--- config.mk ---
export PLATFORM = sky130hd
export DESIGN_NAME = chan_port
export DESIGN_NICKNAME = d
export VERILOG_FILES = /design/src/chan_port_pkg.sv /design/src/byte_buf2.sv /design/src/chan_port.sv
export VERILOG_INCLUDE_DIRS = /design/src
export SDC_FILE = /design/constraint.sdc
export NUM_CORES = 1
export LEC_CHECK = 0
export ABC_AREA = 1
export BUFFER_PORTS_ARGS = -buffer_cell sky130_fd_sc_hd__clkbuf_2
export CAP_MARGIN = 40
export CELL_PAD_IN_SITES_DETAIL_PLACEMENT = 1
export CELL_PAD_IN_SITES_GLOBAL_PLACEMENT = 1
export CORE_ASPECT_RATIO = 1.25
export CORE_MARGIN = 3
export CORE_UTILIZATION = 38
export DETAILED_ROUTE_END_ITERATION = 8
export PLACE_DENSITY = 0.75
export SYNTH_ARGS = -nofsm -noshare
export SYNTH_HDL_FRONTEND = slang
export SYNTH_HIERARCHICAL = 1
export SYNTH_SLANG_ARGS = --single-unit
--- constraint.sdc ---
create_clock -name ref_clk -period 2.22 [get_ports ref_clk]
set_input_delay 0.111 -clock ref_clk [delete_from_list [all_inputs] [get_ports ref_clk]]
set_output_delay 0.111 -clock ref_clk [all_outputs]
set_load 0.05 [all_outputs]
--- src/chan_port_cfg.svh ---
`ifndef CHAN_PORT_CFG_SVH
`define CHAN_PORT_CFG_SVH

// bit-mode command values
`define BITMODE_RESET_VAL 8'h00
`define BITMODE_ASYNC_VAL 8'h01
`define BITMODE_SYNC_VAL 8'h04

// status byte field positions
`define STAT_RX_AVAIL_BIT 0
`define STAT_TX_SPACE_BIT 1
`define STAT_SUSPEND_BIT 2
`define STAT_CONFIG_BIT 3

// reset values
`define PIN_DIR_RESET 8'h00
`define PIN_OUT_RESET 8'hff

// timing
`define CLK_PERIOD_NS 40
`define RD_DATA_DELAY_MAX_NS 50
`define RD_DATA_DELAY_CYC ((`RD_DATA_DELAY_MAX_NS / `CLK_PERIOD_NS) < 1 ? 1 : \
	(`RD_DATA_DELAY_MAX_NS / `CLK_PERIOD_NS))

`endif

--- src/chan_port_pkg.sv ---
package chan_port_pkg;

	// channel operating mode, one-hot
	typedef enum logic [2:0] {
		MODE_BASE = 3'b001,
		MODE_ASYNC_BB = 3'b010,
		MODE_SYNC_BB = 3'b100
	} mode_t;

	// synchronous bit-bang cycle, one-hot
	typedef enum logic [5:0] {
		SB_IDLE = 6'b000001,
		SB_SAMPLE = 6'b000010,
		SB_SEND = 6'b000100,
		SB_APPLY = 6'b001000,
		SB_SETUP = 6'b010000,
		SB_UPDATE = 6'b100000
	} sb_state_t;

	// control lines of the processor bus
	typedef struct packed {
		logic cs_n;
		logic port_addr_bit;
		logic rd_n;
		logic wr_n;
	} cpu_ctl_t;

	// bit-mode setup command
	typedef struct packed {
		logic [7:0] mode;
		logic [7:0] dir_mask;
	} mode_cmd_t;

	// status byte layout
	typedef struct packed {
		logic [3:0] undefined;
		logic configured;
		logic suspended;
		logic tx_space_avail;
		logic rx_data_avail;
	} port_status_t;

endpackage

--- src/byte_buf2.sv ---
`timescale 1ns/1ns
module byte_buf2 #(
	parameter int WIDTH = 8
) (
	// clock and reset
	input wire logic ref_clk,
	input wire logic rst_n,
	// filling side
	input wire logic in_valid,
	input wire logic [WIDTH-1:0] in_data,
	output logic in_ready,
	// draining side
	output logic out_valid,
	output logic [WIDTH-1:0] out_data,
	input wire logic out_ready
);
	logic [WIDTH-1:0] mem_ff [2];
	logic wr_ptr_ff;
	logic rd_ptr_ff;
	logic [1:0] cnt_ff;
	logic in_ready_ff;
	logic out_valid_ff;
	logic do_push;
	logic do_pop;
	logic [1:0] nxt_cnt;

	generate
		if (WIDTH < 1) begin : g_chk
			$error("byte_buf2 needs WIDTH of at least 1");
		end
	endgenerate

	// handshakes and next fill level
	assign do_push = in_valid & in_ready_ff;
	assign do_pop = out_valid_ff & out_ready;
	assign nxt_cnt = cnt_ff + {1'b0, do_push} - {1'b0, do_pop};
	assign in_ready = in_ready_ff;
	assign out_valid = out_valid_ff;
	assign out_data = mem_ff[rd_ptr_ff];

	// flags are registered from the next count so both ports come from flops
	always_ff @(posedge ref_clk or negedge rst_n) begin
		if (!rst_n) begin
			wr_ptr_ff <= 1'b0;
			rd_ptr_ff <= 1'b0;
			cnt_ff <= 2'h0;
			in_ready_ff <= 1'b1;
			out_valid_ff <= 1'b0;
		end else begin
			wr_ptr_ff <= wr_ptr_ff ^ do_push;
			rd_ptr_ff <= rd_ptr_ff ^ do_pop;
			cnt_ff <= nxt_cnt;
			in_ready_ff <= (nxt_cnt != 2'h2);
			out_valid_ff <= (nxt_cnt != 2'h0);
		end
	end

	// storage carries no reset; it is read while valid, and also by a processor data read when empty
	always_ff @(posedge ref_clk) begin
		if (do_push) begin
			mem_ff[wr_ptr_ff] <= in_data;
		end
	end
endmodule

--- src/chan_port.sv ---
`timescale 1ns/1ns
`include "chan_port_cfg.svh"
module chan_port #(
	parameter int DATA_W = 8
) (
	// clock and reset
	input wire logic ref_clk,
	input wire logic rst_n,
	// configuration and link state
	input wire logic cpu_fifo_sel,
	input wire logic mode_cmd_valid,
	input wire chan_port_pkg::mode_cmd_t mode_cmd,
	input wire logic usb_suspended,
	input wire logic usb_configured,
	input wire logic baud_tick,
	// bytes from the host (usb receive fifo)
	input wire logic rx_valid,
	input wire logic [DATA_W-1:0] rx_data,
	output logic rx_ready,
	// bytes to the host (usb transmit fifo)
	output logic tx_valid,
	output logic [DATA_W-1:0] tx_data,
	input wire logic tx_ready,
	output logic send_now,
	// processor bus control
	input wire chan_port_pkg::cpu_ctl_t cpu_ctl,
	// parallel pins
	input wire logic [DATA_W-1:0] pad_in,
	output logic [DATA_W-1:0] pad_out,
	output logic [DATA_W-1:0] pad_oe,
	output logic pin_sample_strobe_n,
	output logic pin_update_strobe_n
);
	generate
		if (DATA_W != 8) begin : g_chk
			$error("chan_port status byte needs DATA_W of 8");
		end
		if (`RD_DATA_DELAY_CYC < 1) begin : g_chk_rd
			$error("read data delay must be at least one cycle");
		end
	endgenerate

	chan_port_pkg::mode_t mode_ff;
	chan_port_pkg::sb_state_t sb_ff;
	chan_port_pkg::sb_state_t nxt_sb;
	chan_port_pkg::port_status_t status;
	logic [DATA_W-1:0] dir_ff;
	logic [DATA_W-1:0] pad_out_ff;
	logic [DATA_W-1:0] pad_oe_ff;
	logic [DATA_W-1:0] byte_ff;
	logic [DATA_W-1:0] tx_data_ff;
	logic tx_valid_ff;
	logic send_now_ff;
	logic sample_n_ff;
	logic update_n_ff;
	logic pend_ff;
	logic ab_applied_ff;
	logic rd_prev_ff;
	logic wr_prev_ff;
	logic cpu_rd_drive_ff;

	// receive buffer signals
	logic buf_valid;
	logic [DATA_W-1:0] buf_data;
	logic buf_pop;

	// decode
	logic cpu_active;
	logic cpu_sel;
	logic rd_fall;
	logic rd_rise;
	logic wr_rise;
	logic cpu_rd_data;
	logic cpu_rd_stat;
	logic cpu_wr_data;
	logic cpu_wr_flush;
	logic cpu_drive;
	logic tx_room;
	logic tx_take;
	logic ab_pop;
	logic ab_apply;
	logic ab_sample;
	logic sb_start;
	logic sb_push;
	logic [DATA_W-1:0] cpu_rd_byte;

	// host bytes pass a two-entry buffer so a stalled consumer drops nothing
	byte_buf2 #(
		.WIDTH(DATA_W)
	) u_rx_buf (
		.ref_clk(ref_clk),
		.rst_n(rst_n),
		.in_valid(rx_valid),
		.in_data(rx_data),
		.in_ready(rx_ready),
		.out_valid(buf_valid),
		.out_data(buf_data),
		.out_ready(buf_pop)
	);

	// processor bus decode; strobes are sampled, edges found against the last cycle
	assign cpu_active = cpu_fifo_sel & (mode_ff == chan_port_pkg::MODE_BASE);
	assign cpu_sel = cpu_active & ~cpu_ctl.cs_n;
	assign rd_fall = rd_prev_ff & ~cpu_ctl.rd_n;
	assign rd_rise = ~rd_prev_ff & cpu_ctl.rd_n;
	assign wr_rise = ~wr_prev_ff & cpu_ctl.wr_n;
	assign cpu_rd_data = cpu_sel & rd_fall & ~cpu_ctl.port_addr_bit;
	assign cpu_rd_stat = cpu_sel & rd_fall & cpu_ctl.port_addr_bit;
	assign cpu_wr_data = cpu_sel & wr_rise & ~cpu_ctl.port_addr_bit;
	assign cpu_wr_flush = cpu_sel & wr_rise & cpu_ctl.port_addr_bit;
	// the bus lets go on the edge that sees rd_n rise, so it never fights the next writer
	assign cpu_drive = (cpu_rd_drive_ff & ~rd_rise & cpu_active) | cpu_rd_data | cpu_rd_stat;

	// status byte; upper nibble reads as zero
	assign status.undefined = 4'h0;
	assign status.configured = usb_configured;
	assign status.suspended = usb_suspended;
	assign status.tx_space_avail = tx_room;
	assign status.rx_data_avail = buf_valid;
	assign cpu_rd_byte = cpu_rd_stat ? status : buf_data;

	// transmit slot: a new byte is taken only when the slot is free
	assign tx_room = ~tx_valid_ff;
	assign tx_take = tx_valid_ff & tx_ready;

	// async bit-bang: latch a byte, show it on the next baud tick
	assign ab_pop = (mode_ff == chan_port_pkg::MODE_ASYNC_BB) & buf_valid & ~pend_ff;
	assign ab_apply = (mode_ff == chan_port_pkg::MODE_ASYNC_BB) & pend_ff & baud_tick;
	assign ab_sample = (mode_ff == chan_port_pkg::MODE_ASYNC_BB) & baud_tick & tx_room;

	// sync bit-bang starts only with a host byte and room for its sample
	assign sb_start = (mode_ff == chan_port_pkg::MODE_SYNC_BB) & (sb_ff == chan_port_pkg::SB_IDLE)
		& buf_valid & tx_room;
	assign sb_push = (sb_ff == chan_port_pkg::SB_SEND);

	assign buf_pop = (cpu_rd_data & buf_valid) | ab_pop | sb_start;

	// sync bit-bang sequence
	always_comb begin
		nxt_sb = sb_ff;
		unique case (sb_ff)
			chan_port_pkg::SB_IDLE: begin
				if (sb_start) begin
					nxt_sb = chan_port_pkg::SB_SAMPLE;
				end
			end
			chan_port_pkg::SB_SAMPLE: nxt_sb = chan_port_pkg::SB_SEND;
			chan_port_pkg::SB_SEND: nxt_sb = chan_port_pkg::SB_APPLY;
			chan_port_pkg::SB_APPLY: nxt_sb = chan_port_pkg::SB_SETUP;
			chan_port_pkg::SB_SETUP: nxt_sb = chan_port_pkg::SB_UPDATE;
			chan_port_pkg::SB_UPDATE: nxt_sb = chan_port_pkg::SB_IDLE;
			default: nxt_sb = chan_port_pkg::SB_IDLE;
		endcase
		if (mode_ff != chan_port_pkg::MODE_SYNC_BB) begin
			nxt_sb = chan_port_pkg::SB_IDLE;
		end
	end

	// mode and pin direction from the setup command
	always_ff @(posedge ref_clk or negedge rst_n) begin
		if (!rst_n) begin
			mode_ff <= chan_port_pkg::MODE_BASE;
			dir_ff <= `PIN_DIR_RESET;
		end else if (mode_cmd_valid) begin
			dir_ff <= mode_cmd.dir_mask;
			if (mode_cmd.mode == `BITMODE_ASYNC_VAL) begin
				mode_ff <= chan_port_pkg::MODE_ASYNC_BB;
			end else if (mode_cmd.mode == `BITMODE_SYNC_VAL) begin
				mode_ff <= chan_port_pkg::MODE_SYNC_BB;
			end else begin
				mode_ff <= chan_port_pkg::MODE_BASE;
			end
		end
	end

	// strobe history and sync state
	always_ff @(posedge ref_clk or negedge rst_n) begin
		if (!rst_n) begin
			rd_prev_ff <= 1'b1;
			wr_prev_ff <= 1'b1;
			sb_ff <= chan_port_pkg::SB_IDLE;
			ab_applied_ff <= 1'b0;
		end else begin
			rd_prev_ff <= cpu_ctl.rd_n;
			wr_prev_ff <= cpu_ctl.wr_n;
			sb_ff <= nxt_sb;
			ab_applied_ff <= ab_apply; // pins moved last edge, strobe follows once settled
		end
	end

	// transmit slot toward the host; a push only ever lands in a free slot
	always_ff @(posedge ref_clk or negedge rst_n) begin
		if (!rst_n) begin
			tx_valid_ff <= 1'b0;
			tx_data_ff <= '0;
		end else if (tx_room & cpu_wr_data) begin
			tx_valid_ff <= 1'b1;
			tx_data_ff <= pad_in;
		end else if (sb_push) begin
			tx_valid_ff <= 1'b1;
			tx_data_ff <= byte_ff;
		end else if (ab_sample) begin
			tx_valid_ff <= 1'b1;
			tx_data_ff <= pad_in;
		end else if (tx_take) begin
			tx_valid_ff <= 1'b0;
		end
	end

	// flush request, one cycle per write at address 1
	always_ff @(posedge ref_clk or negedge rst_n) begin
		if (!rst_n) begin
			send_now_ff <= 1'b0;
		end else begin
			send_now_ff <= cpu_wr_flush;
		end
	end

	// held byte: async pending byte, or the sync host byte and then its sample
	always_ff @(posedge ref_clk or negedge rst_n) begin
		if (!rst_n) begin
			pend_ff <= 1'b0;
			byte_ff <= '0;
		end else if (ab_pop) begin
			pend_ff <= 1'b1;
			byte_ff <= buf_data;
		end else if (ab_apply) begin
			pend_ff <= 1'b0;
		end else if (sb_start) begin
			byte_ff <= buf_data;
		end else if (sb_ff == chan_port_pkg::SB_SAMPLE) begin
			byte_ff <= pad_in;
		end else if (mode_ff != chan_port_pkg::MODE_ASYNC_BB) begin
			pend_ff <= 1'b0;
		end
	end

	// the host byte must survive the sample step, so keep a copy for the apply step
	logic [DATA_W-1:0] sb_out_ff;
	always_ff @(posedge ref_clk or negedge rst_n) begin
		if (!rst_n) begin
			sb_out_ff <= `PIN_OUT_RESET;
		end else if (sb_start) begin
			sb_out_ff <= buf_data;
		end
	end

	// pin drive: processor read data or bit-bang output latch
	always_ff @(posedge ref_clk or negedge rst_n) begin
		if (!rst_n) begin
			pad_out_ff <= `PIN_OUT_RESET;
			cpu_rd_drive_ff <= 1'b0;
		end else if (cpu_rd_data | cpu_rd_stat) begin
			pad_out_ff <= cpu_rd_byte;
			cpu_rd_drive_ff <= 1'b1;
		end else if (rd_rise | ~cpu_active) begin
			cpu_rd_drive_ff <= 1'b0;
			if (ab_apply) begin
				pad_out_ff <= byte_ff;
			end else if (sb_ff == chan_port_pkg::SB_APPLY) begin
				pad_out_ff <= sb_out_ff;
			end
		end
	end

	// output enables follow the direction mask only in bit-bang modes
	always_ff @(posedge ref_clk or negedge rst_n) begin
		if (!rst_n) begin
			pad_oe_ff <= '0;
		end else if (mode_ff != chan_port_pkg::MODE_BASE) begin
			pad_oe_ff <= dir_ff;
		end else begin
			pad_oe_ff <= {DATA_W{cpu_drive}};
		end
	end

	// strobes on pins; async mode mirrors the internal access pulses
	always_ff @(posedge ref_clk or negedge rst_n) begin
		if (!rst_n) begin
			sample_n_ff <= 1'b1;
			update_n_ff <= 1'b1;
		end else if (mode_ff == chan_port_pkg::MODE_ASYNC_BB) begin
			sample_n_ff <= ~ab_sample;
			update_n_ff <= ~ab_applied_ff;
		end else if (mode_ff == chan_port_pkg::MODE_SYNC_BB) begin
			// rise with the sample push, fall with the new pin value
			if (sb_ff == chan_port_pkg::SB_SEND) begin
				sample_n_ff <= 1'b1;
			end else if (sb_ff == chan_port_pkg::SB_APPLY) begin
				sample_n_ff <= 1'b0;
			end
			update_n_ff <= ~(sb_ff == chan_port_pkg::SB_SETUP);
		end else begin
			sample_n_ff <= 1'b1;
			update_n_ff <= 1'b1;
		end
	end

	// outputs straight from flops
	assign tx_valid = tx_valid_ff;
	assign tx_data = tx_data_ff;
	assign send_now = send_now_ff;
	assign pad_out = pad_out_ff;
	assign pad_oe = pad_oe_ff;
	assign pin_sample_strobe_n = sample_n_ff;
	assign pin_update_strobe_n = update_n_ff;
endmodule

Word-level counts from Yosys, hierarchy flattened
Memory sizes are Yosys's and may differ from the RTL's.
Cells that the tools add are included.
{"block": "classes", "addsub": 2, "eq_ne": 19, "mux": 37, "bitwise_logic": 47, "n_reduce_logical": 10}
{"cell": "two-way mux 8 bit", "count": 13}
{"cell": "case mux 6 bit (5 select lines)", "count": 1}
{"cell": "AND 1 bit", "count": 27}
{"cell": "two-way mux 1 bit", "count": 19}
{"cell": "two-way mux 6 bit", "count": 2}
{"cell": "NOT 1 bit", "count": 12}
{"cell": "nonzero test 3 bit", "count": 4}
{"cell": "!= test 3 bit, second input constant", "count": 3}
{"cell": "equality test 8 x 1 -> 1 bit, second input constant", "count": 1}
{"cell": "equality test 8 x 3 -> 1 bit, second input constant", "count": 1}
{"cell": "equality test 6 x 1 -> 1 bit, second input constant", "count": 1}
{"cell": "equality test 6 x 2 -> 1 bit, second input constant", "count": 1}
{"cell": "equality test 6 x 3 -> 1 bit, second input constant", "count": 1}
{"cell": "equality test 6 x 4 -> 1 bit, second input constant", "count": 1}
{"cell": "equality test 6 x 5 -> 1 bit, second input constant", "count": 1}
{"cell": "two-way mux 3 bit", "count": 2}
{"cell": "!= test 3 x 2 -> 1 bit, second input constant", "count": 2}
{"cell": "bitwise OR 1 bit", "count": 6}
{"cell": "!= test 2 bit, second input constant", "count": 2}
{"cell": "!= test 4 bit, second input constant", "count": 1}
{"cell": "AND reduction 2 bit", "count": 2}
{"cell": "nonzero test 2 bit", "count": 2}
{"cell": "nonzero test 4 bit", "count": 1}
{"cell": "equality test 3 x 1 -> 1 bit, second input constant", "count": 1}
{"cell": "other kinds (7)", "count": 8}
{"block": "totals", "regBits": 72, "ram_bits": 16, "output_inout_bits": 29, "word_cells": 138, "mem_count": 1}
{"name": "u_rx_buf.mem_ff", "depth": 2, "width": 8, "read_ports": 1, "rd_ports_with_merged_regs": 0, "wr": 1, "line_no": "byte_buf2.sv:17", "text": "logic [WIDTH-1:0] mem_ff [2];"}

Logic depth before layout (Yosys ltp)
Gate-level depths: netlist (run 1).
{"block": "depth", "ltp_word": 11, "mapped_depth": 18, "ltp_nobuf": 17}

Modules after synthesis
The synthesis (run 1) kept the hierarchy.
{"mod": "chan_port", "instances": 1, "cells_each": 402, "area_per_inst_um2": 3254.4, "seq_area_each_um2": 1679.1}
{"mod": "byte_buf2", "instances": 1, "cells_each": 75, "area_per_inst_um2": 888.4, "seq_area_each_um2": 631.9}

Worst setup path after synthesis (run 1)
No wires, ideal clock.
{"block": "synth_path", "path_type": "register -> register", "from": "register mode_ff[2]", "to": "register u_rx_buf.in_ready_ff (netlist: u_rx_buf/in_ready)", "arrival_time_ps": 2010, "path_slack_ps": 135, "stages_incl_launch_ff": 19, "path_buffers": 1, "synth_period_minus_slack_ps": 2085, "cell_sequence": "dfrtp_1 > nor2_2 > nand2_2 > nor2_4 > nand3_2 > buf_6 > nor2_8 > nand2_1 > nand3_1 > nand2_2 > nand2_1 > nand2_1 > ha_1 > inv_1 > nand2_1 > nand2_1 > nand2_2 > nand2_2 > nand2_2"}
{"block": "synth_via", "elab_chain_cells": 11, "word_cells_on_any_way": 18, "classes_between": "add/sub: 1; eq/ne: 4; bitwise: 13"}
{"item": "start, declared", "line_no": "chan_port.sv:43", "text": "chan_port_pkg::mode_t mode_ff;"}
{"item": "start signal, assigned", "line_no": "chan_port.sv:162", "text": "mode_ff <= chan_port_pkg::MODE_BASE;"}
{"item": "start signal, assigned", "line_no": "chan_port.sv:167", "text": "mode_ff <= chan_port_pkg::MODE_ASYNC_BB;"}
{"item": "start signal, assigned", "line_no": "chan_port.sv:169", "text": "mode_ff <= chan_port_pkg::MODE_SYNC_BB;"}
{"item": "equality test 3 x 1 -> 1 bit", "line_no": "chan_port.sv:102", "text": "assign cpu_active = cpu_fifo_sel & (mode_ff == chan_port_pkg::MODE_BASE);"}
{"item": "AND 1 bit", "line_no": "chan_port.sv:102"}
{"item": "AND 1 bit", "line_no": "chan_port.sv:103", "text": "assign cpu_sel = cpu_active & ~cpu_ctl.cs_n;"}
{"item": "AND 1 bit (2 in series)", "line_no": "chan_port.sv:107", "text": "assign cpu_rd_data = cpu_sel & rd_fall & ~cpu_ctl.port_addr_bit;"}
{"item": "AND 1 bit", "line_no": "chan_port.sv:136", "text": "assign buf_pop = (cpu_rd_data & buf_valid) | ab_pop | sb_start;"}
{"item": "bitwise OR 1 bit", "line_no": "chan_port.sv:136"}
{"item": "bitwise OR 1 bit *", "line_no": "chan_port.sv:136"}
{"item": "via buf_pop", "line_no": "chan_port.sv:65", "text": "logic buf_pop;"}
{"item": "AND 1 bit *", "line_no": "byte_buf2.sv:35", "text": "assign do_pop = out_valid_ff & out_ready;"}
{"item": "subtractor 2 x 1 -> 2 bit *", "line_no": "byte_buf2.sv:36", "text": "assign nxt_cnt = cnt_ff + {1'b0, do_push} - {1'b0, do_pop};"}
{"item": "via u_rx_buf.nxt_cnt[1]", "line_no": "byte_buf2.sv:25", "text": "logic [1:0] nxt_cnt;"}
{"item": "!= test 2 bit *", "line_no": "byte_buf2.sv:53", "text": "in_ready_ff <= (nxt_cnt != 2'h2);"}
{"item": "end signal, assigned", "line_no": "byte_buf2.sv:53"}
{"item": "end, declared", "line_no": "byte_buf2.sv:21", "text": "logic in_ready_ff;"}
Mark *: on every way through the listed nets, which the timed path passes. The rest lies on a longest branch.
A chain may end at the register's enable or synchronous reset.

Worst setup path in the final report (run 1)
{"block": "layout_path", "from": "register mode_ff[1]", "to": "register u_rx_buf.in_ready_ff (netlist: u_rx_buf/in_ready)"}
Same word-level chain as after synthesis.

==> results of run 1 <==
per-layer routing:
layer | vias up | global-route usage [%]
met5 | - | 0
met3 | 23 | 3.30
met1 | 1731 | 23.0
li1 | 1736 | -
met4 | 0 | 7.26
met2 | 83 | 34.0
path summary, 6_finish.rpt:
| check | startpoint | end | slack [ns] | depth (start not counted) |
|---|---|---|---|---|
| hold / removal | mode_cmd[6] | dir_ff[6]$_DFFE_PN0P_ | 0.004 | 3 |
| max in group asynchronous | rst_n | rd_prev_ff$_DFF_PN1_ | 1.20 | 3 |
| hold reg to reg | ab_applied_ff$_DFF_PN0_ | pin_update_strobe_n$_DFF_PN1_ | 0.42 | 1 |
| min in group asynchronous | rst_n | tx_data[5]$_DFFE_PN0P_ | 0.30 | 2 |
| setup / recovery | mode_ff[1]$_DFFE_PN0P_ | u_rx_buf/in_ready$_DFF_PN1_ | 0.05 | 17 |
| setup reg to reg | mode_ff[1]$_DFFE_PN0P_ | u_rx_buf/in_ready$_DFF_PN1_ | 0.05 | 17 |
registers in the layout (all words and copies together) (netlist names):
name	cells
ab_applied_ff	1
byte_ff	8
cpu_rd_drive_ff	1
dir_ff	8
mode_ff	3
pad_oe	8
pad_out	8
pend_ff	1
pin_sample_strobe_n	1
pin_update_strobe_n	1
rd_prev_ff	1
sb_ff	6
sb_out_ff	8
send_now	1
tx_data	8
tx_valid	1
u_rx_buf/cnt_ff	2
u_rx_buf/in_ready	1
u_rx_buf/mem_ff	16
u_rx_buf/out_valid	1
u_rx_buf/rd_ptr_ff	1
u_rx_buf/wr_ptr_ff	1
wr_prev_ff	1
logic make-up (layout without fill, tap and decap cells):
group / after synthesis / after routing / synth area share (%)
compound gates: 34 / 34 / 4.17
fa+ha+maj: 2 / 2 / 0.604
buf+inv: 71 / 183 / 7.25
flops: 88 / 88 / 55.8
xor+xnor: 1 / 1 / 0.211
simple gates: 281 / 281 / 32.0
cell usage after synthesis:
cell | number | area share (%)
nand2_1 | 157 | 14
nand3_1 | 62 | 7.5
inv_1 | 53 | 4.8
dfrtp_1 | 49 | 30
o21ai_0 | 32 | 3.9
dfstp_2 | 23 | 15
nor2_1 | 20 | 1.8
edfxtp_1 | 16 | 12
nand2_2 | 10 | 1.5
nand4_1 | 10 | 1.5
inv_2 | 6 | 0.54
nor2_4 | 5 | 1.4
nand2_4 | 4 | 1.1
nand3_2 | 4 | 0.97
buf_6 | 3 | 0.82
nor3_1 | 3 | 0.36
buf_2 | 2 | 0.24
clkbuf_1 | 2 | 0.18
clkinv_1 | 2 | 0.18
ha_1 | 2 | 0.60
inv_4 | 2 | 0.30
nor2_2 | 2 | 0.30
a21oi_1 | 1 | 0.12
and2_1 | 1 | 0.15
buf_4 | 1 | 0.18
nand3_4 | 1 | 0.42
nand4_2 | 1 | 0.30
nor2_8 | 1 | 0.48
o211ai_1 | 1 | 0.18
xor2_1 | 1 | 0.21
power groups by stage:
stage | logic (uW) | clock network, uW | registers, uW
finish | 1060 | 1520 | 2030
global route | 1180 | 1640 | 2060
CTS | 1040 | 1550 | 2030
detailed placement | 1010 | 0 | 2050
global placement | 964 | 0 | 2040
floorplan | 450 | 0 | 2290
worst reg2reg max path, stage by stage (launching register included):
cell,delay [ns]
dfrtp_1,0.42
nor2_2,0.19
nand2_2,0.10
nor2_4,0.16
nand3_4,0.12
nor2_8,0.12
nand2_1,0.07
nand3_2,0.11
nand2_4,0.08
nand2_1,0.08
nand2_1,0.09
ha_4,0.18
inv_1,0.07
nand2_1,0.09
nand2_2,0.07
nand2_2,0.06
nand2_2,0.07
nand2_2,0.04
metrics by stage:
step / area [um2] / power, uW / setup TNS, ns / setup slack (ns) / hold slack (ns)
finish: 5240 / 4610 / 0 / 0.0470 / 0.00350
global route: 5240 / 4870 / -0.292 / -0.128 / 0.0350
CTS: 5170 / 4620 / 0 / 0.0201 / 0.00260
detailed placement: 4690 / 3060 / 0 / 0.0301 / 0.141
global placement: 4690 / 3010 / 0 / 0.203 / 0.129
floorplan: 4140 / 2740 / 0 / 0.135 / -0.185
cell type report:
cell class / count / area, um2 / share of cell area (%)
multi-input cells: 318 / 1570 / 30.0
inverters: 63 / 241 / 4.61
clock buffers: 11 / 243 / 4.63
clock inverters: 5 / 56.3 / 1.07
flip-flops and latches: 88 / 2310 / 44.1
well taps: 132 / 165 / 3.15
repair buffers: 104 / 656 / 12.5
what timing repair did:
item	in CTS	in global routing
setup endpoints to repair	0	3
setup buffers	0	5
resized for setup	0	8
hold endpoints to repair	31	0
hold buffers	18	0
==> results.toml, run 1 <==
[critical_path]
cpMostUsedCell = "nand2_2"
worst_ep_arrival_time_ns = 2.45
crit_family = "simple AND/OR/NAND/NOR gates"
cp_cell_sequence = "nor2_2 > nand2_2 > nor2_4 > nand3_4 > nor2_8 > nand2_1 > nand3_2 > nand2_4 > nand2_1 > nand2_1 > ha_4 > inv_1 > nand2_1 > nand2_2 > nand2_2 > nand2_2 > nand2_2"
required_ns = 2.49
cp_slowest_cell = "dfrtp_1"
path_class = "register to register"
cp.buffers_inverters = 1
max_stage_delay_ns = 0.42
worstPathMaxFanout = 3
start_kind = "register"
cp-end-kind = "register"

[final_layout]
final_cell_mix = "nand2_1, clkbuf_2, nand3_1"
antenna_cells = 0
final_common_cell = "nand2_1"
syn2layout_area_growth_pct = 26.6
layout-drive-gt1-share_pct = 28.0
fin_nets = 631
utilization_pct = 49.4
num-fill-cells = 1297
fin_cells = 721

[floorplanning]
ioPinCount = 74
core_area_um2 = 10600
rows = 42
die_w_um = 99.4
start_util_pct = 39.0
die_h_um = 123
die_area_um2 = 12200

[clocking]
clk_pin_slew_ns = 0.06
worst_skew_pair.late_latency_ns = 0.34
cts_buffers = 9
clkSinkCount = 88
root_buffer = "clkbuf_16"
clockBufferDepth = 2
h-tree-depth = 3
tritoncts = "built"

[sta]
hold_viol_final = 0
fmax_mhz = 460
setup_viol = 0
rsz0062_at_grt = "yes"
period_minus_slack_ns = 2.17
slew_violations = 0
slew_headroom_pct = 54.4
worstMarginPinSlew_ns = 0.682
skew_ns = 0.00869
period_share_pct = 97.9

[grt]
grt_overflow = 0
grt_max_degree = 50
antenna_found_initial = 0
first_global_vias = 3698
grt_usage_pct = 19.1
grt_pass1_wl_mm = 18.3

[hold_path]
holdCritPathClass = "input port to register"

[routing]
dr_wl_met3_um = 365
vias_per_cell = 4.96
route.met2.wl_mm = 5.85
vias = 3573
drtAntennaViolNets = 0
highest_layer = "met4"
wl_mm = 11.0
wire_per_inst_um = 15.2
wl_met1_mm = 4.47
dr.pass1.iters = 4
drc = 0
drtIter0Drc = 151

[power]
power.density_nw_per_um2 = 880
p_int_uw = 3100
vdd_drop_max_v = 0.000387
p_clk_share_pct = 33.0
p_sw_share_pct = 32.8
comb_power_share_pct = 23.0
seqPwrFrac_pct = 44.0
p_switching_uw = 1510
p_leak_uw = 0.00267

[logic_synthesis]
ys_ff_latch = 88
synth_cell_type_count = 30
synth_area_um2 = 4140
yosysWarnings = 6
netlist_instances = 477
synth_seq_area_share_pct = 55.8
syn_avg_cell_area_um2 = 8.68
synthesis.nets = 524

[outcome]
status = "finished, final reports clean"

[placement]
gp_congestion = 0.776
io_buffers = 73
hpwlAfterDp_mm = 8.06
place_inst = 682

[flow_run]
drv_cap = 0
(Power assumes the default switching activity.)
==> inputs of run 2 (changes only) <==
--- a/config.mk
+++ b/config.mk
@@ -14,8 +14,10 @@
 export CORE_ASPECT_RATIO = 1.25
 export CORE_MARGIN = 3
 export CORE_UTILIZATION = 38
+export CTS_BUF_LIST = sky130_fd_sc_hd__clkbuf_16
 export DETAILED_ROUTE_END_ITERATION = 8
 export PLACE_DENSITY = 0.75
+export SETUP_SLACK_MARGIN = 0.5
 export SYNTH_ARGS = -nofsm -noshare
 export SYNTH_HDL_FRONTEND = slang
 export SYNTH_HIERARCHICAL = 1
==> results.toml, run 2 (synthesis results as in run 1) <==
[routing]
drtIter0Drc = 171
drtAntennaViolNets = 0
drc = 0
route.met2.wl_mm = 6.11
vias_per_cell = 4.94
wire_per_inst_um = 15.4
dr.pass1.iters = 4
wl_met1_mm = 4.65
vias = 3636
wl_mm = 11.3
dr_wl_met3_um = 300
highest_layer = "met4"

[power]
power.density_nw_per_um2 = 850
p_leak_uw = 0.00276
vdd_drop_max_v = 0.000368

[sta]
slew_headroom_pct = 53.2
rsz0062_at_grt = "yes"
period_minus_slack_ns = 1.92
period_share_pct = 86.6
hold_viol_final = 1
skew_ns = 0.00597
whs_ns = -0.000295
fin_tns_setup_ns = 0
setup_viol = 0
worstMarginPinSlew_ns = 0.701
slew_violations = 0
fmax_mhz = 520

[grt]
grt_overflow = 0
grt_usage_pct = 18.7
grt_pass1_wl_mm = 18.0
antenna_found_initial = 0
first_global_vias = 3738
grt_max_degree = 32

[final_layout]
layout-drive-gt1-share_pct = 32.1
fin_nets = 646
antenna_cells = 0
final_cell_mix = "nand2_1, clkbuf_2, nand3_1"
top_register = "u_rx_buf/mem_ff"
syn2layout_area_growth_pct = 31.7
regArea_um2 = 2310
largest_reg_flops = 16
fin_cells = 736
num-fill-cells = 1265
utilization_pct = 51.4
fin_area_um2 = 5460
final_common_cell = "nand2_1"
multi_input_area_um2 = 1670

[clocking]
clk_pin_slew_ns = 0.07
root_buffer = "clkbuf_16"
worst_skew_pair.late_latency_ns = 0.34
cts_buffers = 9
tritoncts = "built"
h-tree-depth = 3
clkSinkCount = 88
clockBufferDepth = 2

[floorplanning]
die_w_um = 99.4
ioPinCount = 74
rows = 42
die_area_um2 = 12200
start_util_pct = 39.0
core_area_um2 = 10600
die_h_um = 123

[outcome]
status = "finished, violations left"
violations = "hold timing"

[hold_path]
holdCritPathClass = "input port to register"

[critical_path]
path_class = "register to register"
cp-end-kind = "register"
start_kind = "register"
worst_ep_arrival_time_ns = 2.20
worstPathMaxFanout = 3
required_ns = 2.50

[placement]
hpwlAfterDp_mm = 8.06
io_buffers = 73
place_area_um2 = 4690
gp_congestion = 0.833
place_inst = 681

[flow_run]
drv_cap = 0
run 2: changes by cell type in the layout (fill, tap and decap cells not counted), sizes merged:
cell	previous run	this run
nand2	171	172
clkbuf	83	82
inv	61	65
clkinv	5	3
buf	14	26
dlygate4sd3	18	19
bufinv	1	0
clkinvlp	1	2
run 2: metal layers:
layer	up-vias	track usage, %
li1	1769	-
met1	1779	22.9
met2	65	33.0
met3	23	3.18
met4	0	7.00
met5	-	0
run 2: critical path: stages (launching register included):
cell and delay, ns:
dfstp_2 0.56, nand2_2 0.08, nor2_4 0.12, nand3_4 0.11, nor2_8 0.11, nand2_4 0.06
nand3_4 0.10, nand2_4 0.06, nand2_2 0.06, nand2_2 0.06, ha_4 0.17, inv_2 0.06
nand2_2 0.05, nand2_2 0.08, nand2_2 0.07, nand2_2 0.08, nand2_2 0.04
run 2: worst paths after layout:
check                      slack [ns]                            end                    start  cells after the start
min in group asynchronous        0.35         tx_data[4]$_DFFE_PN0P_                    rst_n                      2
hold reg to reg                  0.44  pin_update_strobe_n$_DFF_PN1_  ab_applied_ff$_DFF_PN0_                      1
setup reg to reg                 0.30    u_rx_buf/in_ready$_DFF_PN1_   mode_ff[0]$_DFFE_PN1P_                     16
hold / removal                -0.0003          dir_ff[4]$_DFFE_PN0P_              mode_cmd[4]                      3
max in group asynchronous        1.06    u_rx_buf/in_ready$_DFF_PN1_                    rst_n                      3
setup / recovery                 0.30    u_rx_buf/in_ready$_DFF_PN1_   mode_ff[0]$_DFFE_PN1P_                     16
run 2: layout make-up:
cell class	count	area share, %
Clock buffer	10	4.59
Timing Repair inverter	1	0.0917
Clock inverter	6	0.848
Tap cell	132	3.03
Inverter	63	4.63
Multi-Input combinational cell	319	30.6
Timing Repair Buffer	117	13.8
Sequential cell	88	42.4
run 2: per-stage QoR:
stage,setup slack (ns),total power (uW)
after detailed placement,0.138,3070
after floorplan,0.276,2750
after global routing,0.144,4880
final,0.297,4640
after CTS,0.289,4640
after global placement,0.256,3010
run 2: repair_timing:
action	in CTS	in global routing
hold buffers	19	0
endpoints found under the setup margin	20	37
endpoints found under the hold margin	51	0
setup buffers	7	11
gates resized for setup	10	22
cloned	0	2
pin swaps	14	13
run 2: power breakdown:
group / switching, uW / total, uW / internal [uW]
sequential: 127 / 2030 / 1900
clock: 661 / 1500 / 837
combinational: 799 / 1110 / 308
==> inputs of run 3 (changes only) <==
--- a/config.mk
+++ b/config.mk
@@ -13,10 +13,10 @@
 export CELL_PAD_IN_SITES_GLOBAL_PLACEMENT = 1
 export CORE_ASPECT_RATIO = 1.25
 export CORE_MARGIN = 3
-export CORE_UTILIZATION = 38
+export CORE_UTILIZATION = 42
 export CTS_BUF_LIST = sky130_fd_sc_hd__clkbuf_16
 export DETAILED_ROUTE_END_ITERATION = 8
-export PLACE_DENSITY = 0.75
+export PLACE_DENSITY = 0.79
 export SETUP_SLACK_MARGIN = 0.5
 export SYNTH_ARGS = -nofsm -noshare
 export SYNTH_HDL_FRONTEND = slang
==> constraint.sdc (replaced) <==
create_clock -name ref_clk -period 2.2 [get_ports ref_clk]
set_input_delay 0.11 -clock ref_clk [delete_from_list [all_inputs] [get_ports ref_clk]]
set_output_delay 0.11 -clock ref_clk [all_outputs]
set_load 0.05 [all_outputs]
==> results.toml, run 3 (synthesis results as in run 1) <==
[clocking]
clkSinkCount = 88
tritoncts = "built"
clk_pin_slew_ns = 0.07
worst_skew_pair.late_latency_ns = 0.35
h-tree-depth = 3
root_buffer = "clkbuf_16"
clockBufferDepth = 2
cts_buffers = 9

[sta]
setup_viol = 0
fin_tns_setup_ns = 0
period_minus_slack_ns = 1.93
hold_viol_final = 0
rsz0062_at_grt = "yes"
slew_headroom_pct = 56.0
worstMarginPinSlew_ns = 0.658
fmax_mhz = 517
slew_violations = 0
period_share_pct = 87.9
skew_ns = 0.0121

[floorplanning]
die_h_um = 117
core_area_um2 = 9370
die_w_um = 94.8
ioPinCount = 74
rows = 39
start_util_pct = 44.2
die_area_um2 = 11100

[final_layout]
fin_area_um2 = 5550
multi_input_area_um2 = 1700
final_cell_mix = "nand2_1, clkbuf_2, nand3_1"
final_common_cell = "nand2_1"
fin_cells = 730
regArea_um2 = 2310
fin_nets = 649
syn2layout_area_growth_pct = 34.1
antenna_cells = 0
largest_reg_flops = 16
layout-drive-gt1-share_pct = 32.6
top_register = "u_rx_buf/mem_ff"
num-fill-cells = 1132

[routing]
wl_mm = 12.2
drtAntennaViolNets = 0
wire_per_inst_um = 16.7
drtIter0Drc = 161
dr.pass1.iters = 4
vias_per_cell = 5.16
drc = 0
vias = 3766

[placement]
place_area_um2 = 4690
gp_congestion = 0.823
io_buffers = 73
hpwlAfterDp_mm = 8.04
place_inst = 672

[critical_path]
worstPathMaxFanout = 4
required_ns = 2.47
worst_ep_arrival_time_ns = 2.21
start_kind = "register"
r2r-start = "mode_ff[0]$_DFFE_PN1P_"
path_class = "register to register"
cp-endpoint = "u_rx_buf/in_ready$_DFF_PN1_"
cp-end-kind = "register"
critPathLaunch = "mode_ff[0]$_DFFE_PN1P_"
worst_r2r_path_depth = 16
r2r_setup_slack_ns = 0.27
r2r-end = "u_rx_buf/in_ready$_DFF_PN1_"

[power]
power_uw = 4840
power.density_nw_per_um2 = 872
p_leak_uw = 0.00281
vdd_drop_max_v = 0.000721

[grt]
antenna_found_initial = 0
first_global_vias = 3903
grt_usage_pct = 22.0
grt_pass1_wl_mm = 18.8
grt_max_degree = 32
grt_overflow = 0

[hold_path]
holdCritPathClass = "input port to register"

[flow_run]
drv_cap = 0

[outcome]
status = "finished, final reports clean"
==> run 3: cell count changes in the layout (fill, tap and decap cells not counted), sizes merged <==
cell / change
inv: -1
clkbuf: +1
buf: +3
nand2: +1
clkinv: -2
bufinv: +1
==> run 3: worst min-delay path by stage <==
stage | to | start | cells past startpoint | slack, ns
CTS | dir_ff[7]$_DFFE_PN0P_ | mode_cmd[7] | 3 | 0.0002
global placement | sb_ff[4]$_DFFE_PN0P_ | rst_n | 1 | 0.12
global route | dir_ff[7]$_DFFE_PN0P_ | mode_cmd[7] | 3 | 0.02
finish | dir_ff[7]$_DFFE_PN0P_ | mode_cmd[7] | 3 | 0.02
floorplan | ab_applied_ff$_DFF_PN0_ | rst_n | 0 | -0.19
detailed placement | sb_ff[4]$_DFFE_PN0P_ | rst_n | 1 | 0.13
==> run 3: layout make-up <==
type,instances,share of cell area [%]
sequential,88,41.6
multi-input combinational,320,30.5
inverter,63,4.55
tap,123,2.77
clock buffer,11,4.96
timing repair buffer,120,14.5
clock inverter,5,1.06
==> run 3: worst max-delay path: stages, from the launching register on <==
cell	delay, ns
dfstp_2	0.39
buf_4	0.14
inv_2	0.11
nand2_2	0.10
nor2_4	0.16
nand3_2	0.13
nand3_4	0.14
nand2_4	0.06
nand2_4	0.06
nand2_4	0.05
ha_4	0.16
inv_2	0.05
nand2_1	0.04
nand2_1	0.07
nand2_2	0.07
nand2_2	0.08
nand2_2	0.04
==> run 3: power by group <==
group / internal (uW) / total [uW] / switching [uW]
Sequential: 1920 / 2050 / 128
Combinational: 313 / 1130 / 812
Clock: 1020 / 1670 / 647
Total: 3250 / 4840 / 1590
==> run 3: stage by stage <==
step           utilization [%]  hold WS [ns]  setup WS, ns
6_report                  59.3        0.0200         0.267
5_1_grt                   59.3        0.0250         0.141
4_1_cts                   57.0      0.000152         0.245
3_5_place_dp              50.1         0.131         0.133
3_3_place_gp              50.1         0.122         0.243
2_1_floorplan                -        -0.186         0.256
==> run 3: what timing repair did <==
action / 4_1_cts / 5_1_grt
pin swaps: 11 / 14
gates resized for setup: 15 / 27
setup endpoints to repair: 21 / 39
setup buffers: 7 / 14
endpoints found under the hold margin: 45 / 0
cloned: 0 / 2
hold buffers: 19 / 0
==> run 3: metal layers <==
metal | vias to the layer above | track usage [%] | part of all wire, %
met5 | - | 0 | 0
met4 | 0 | 6.83 | 2.5
met3 | 29 | 3.39 | 3.2
met2 | 82 | 42.1 | 55
met1 | 1880 | 24.9 | 39
li1 | 1775 | - | -
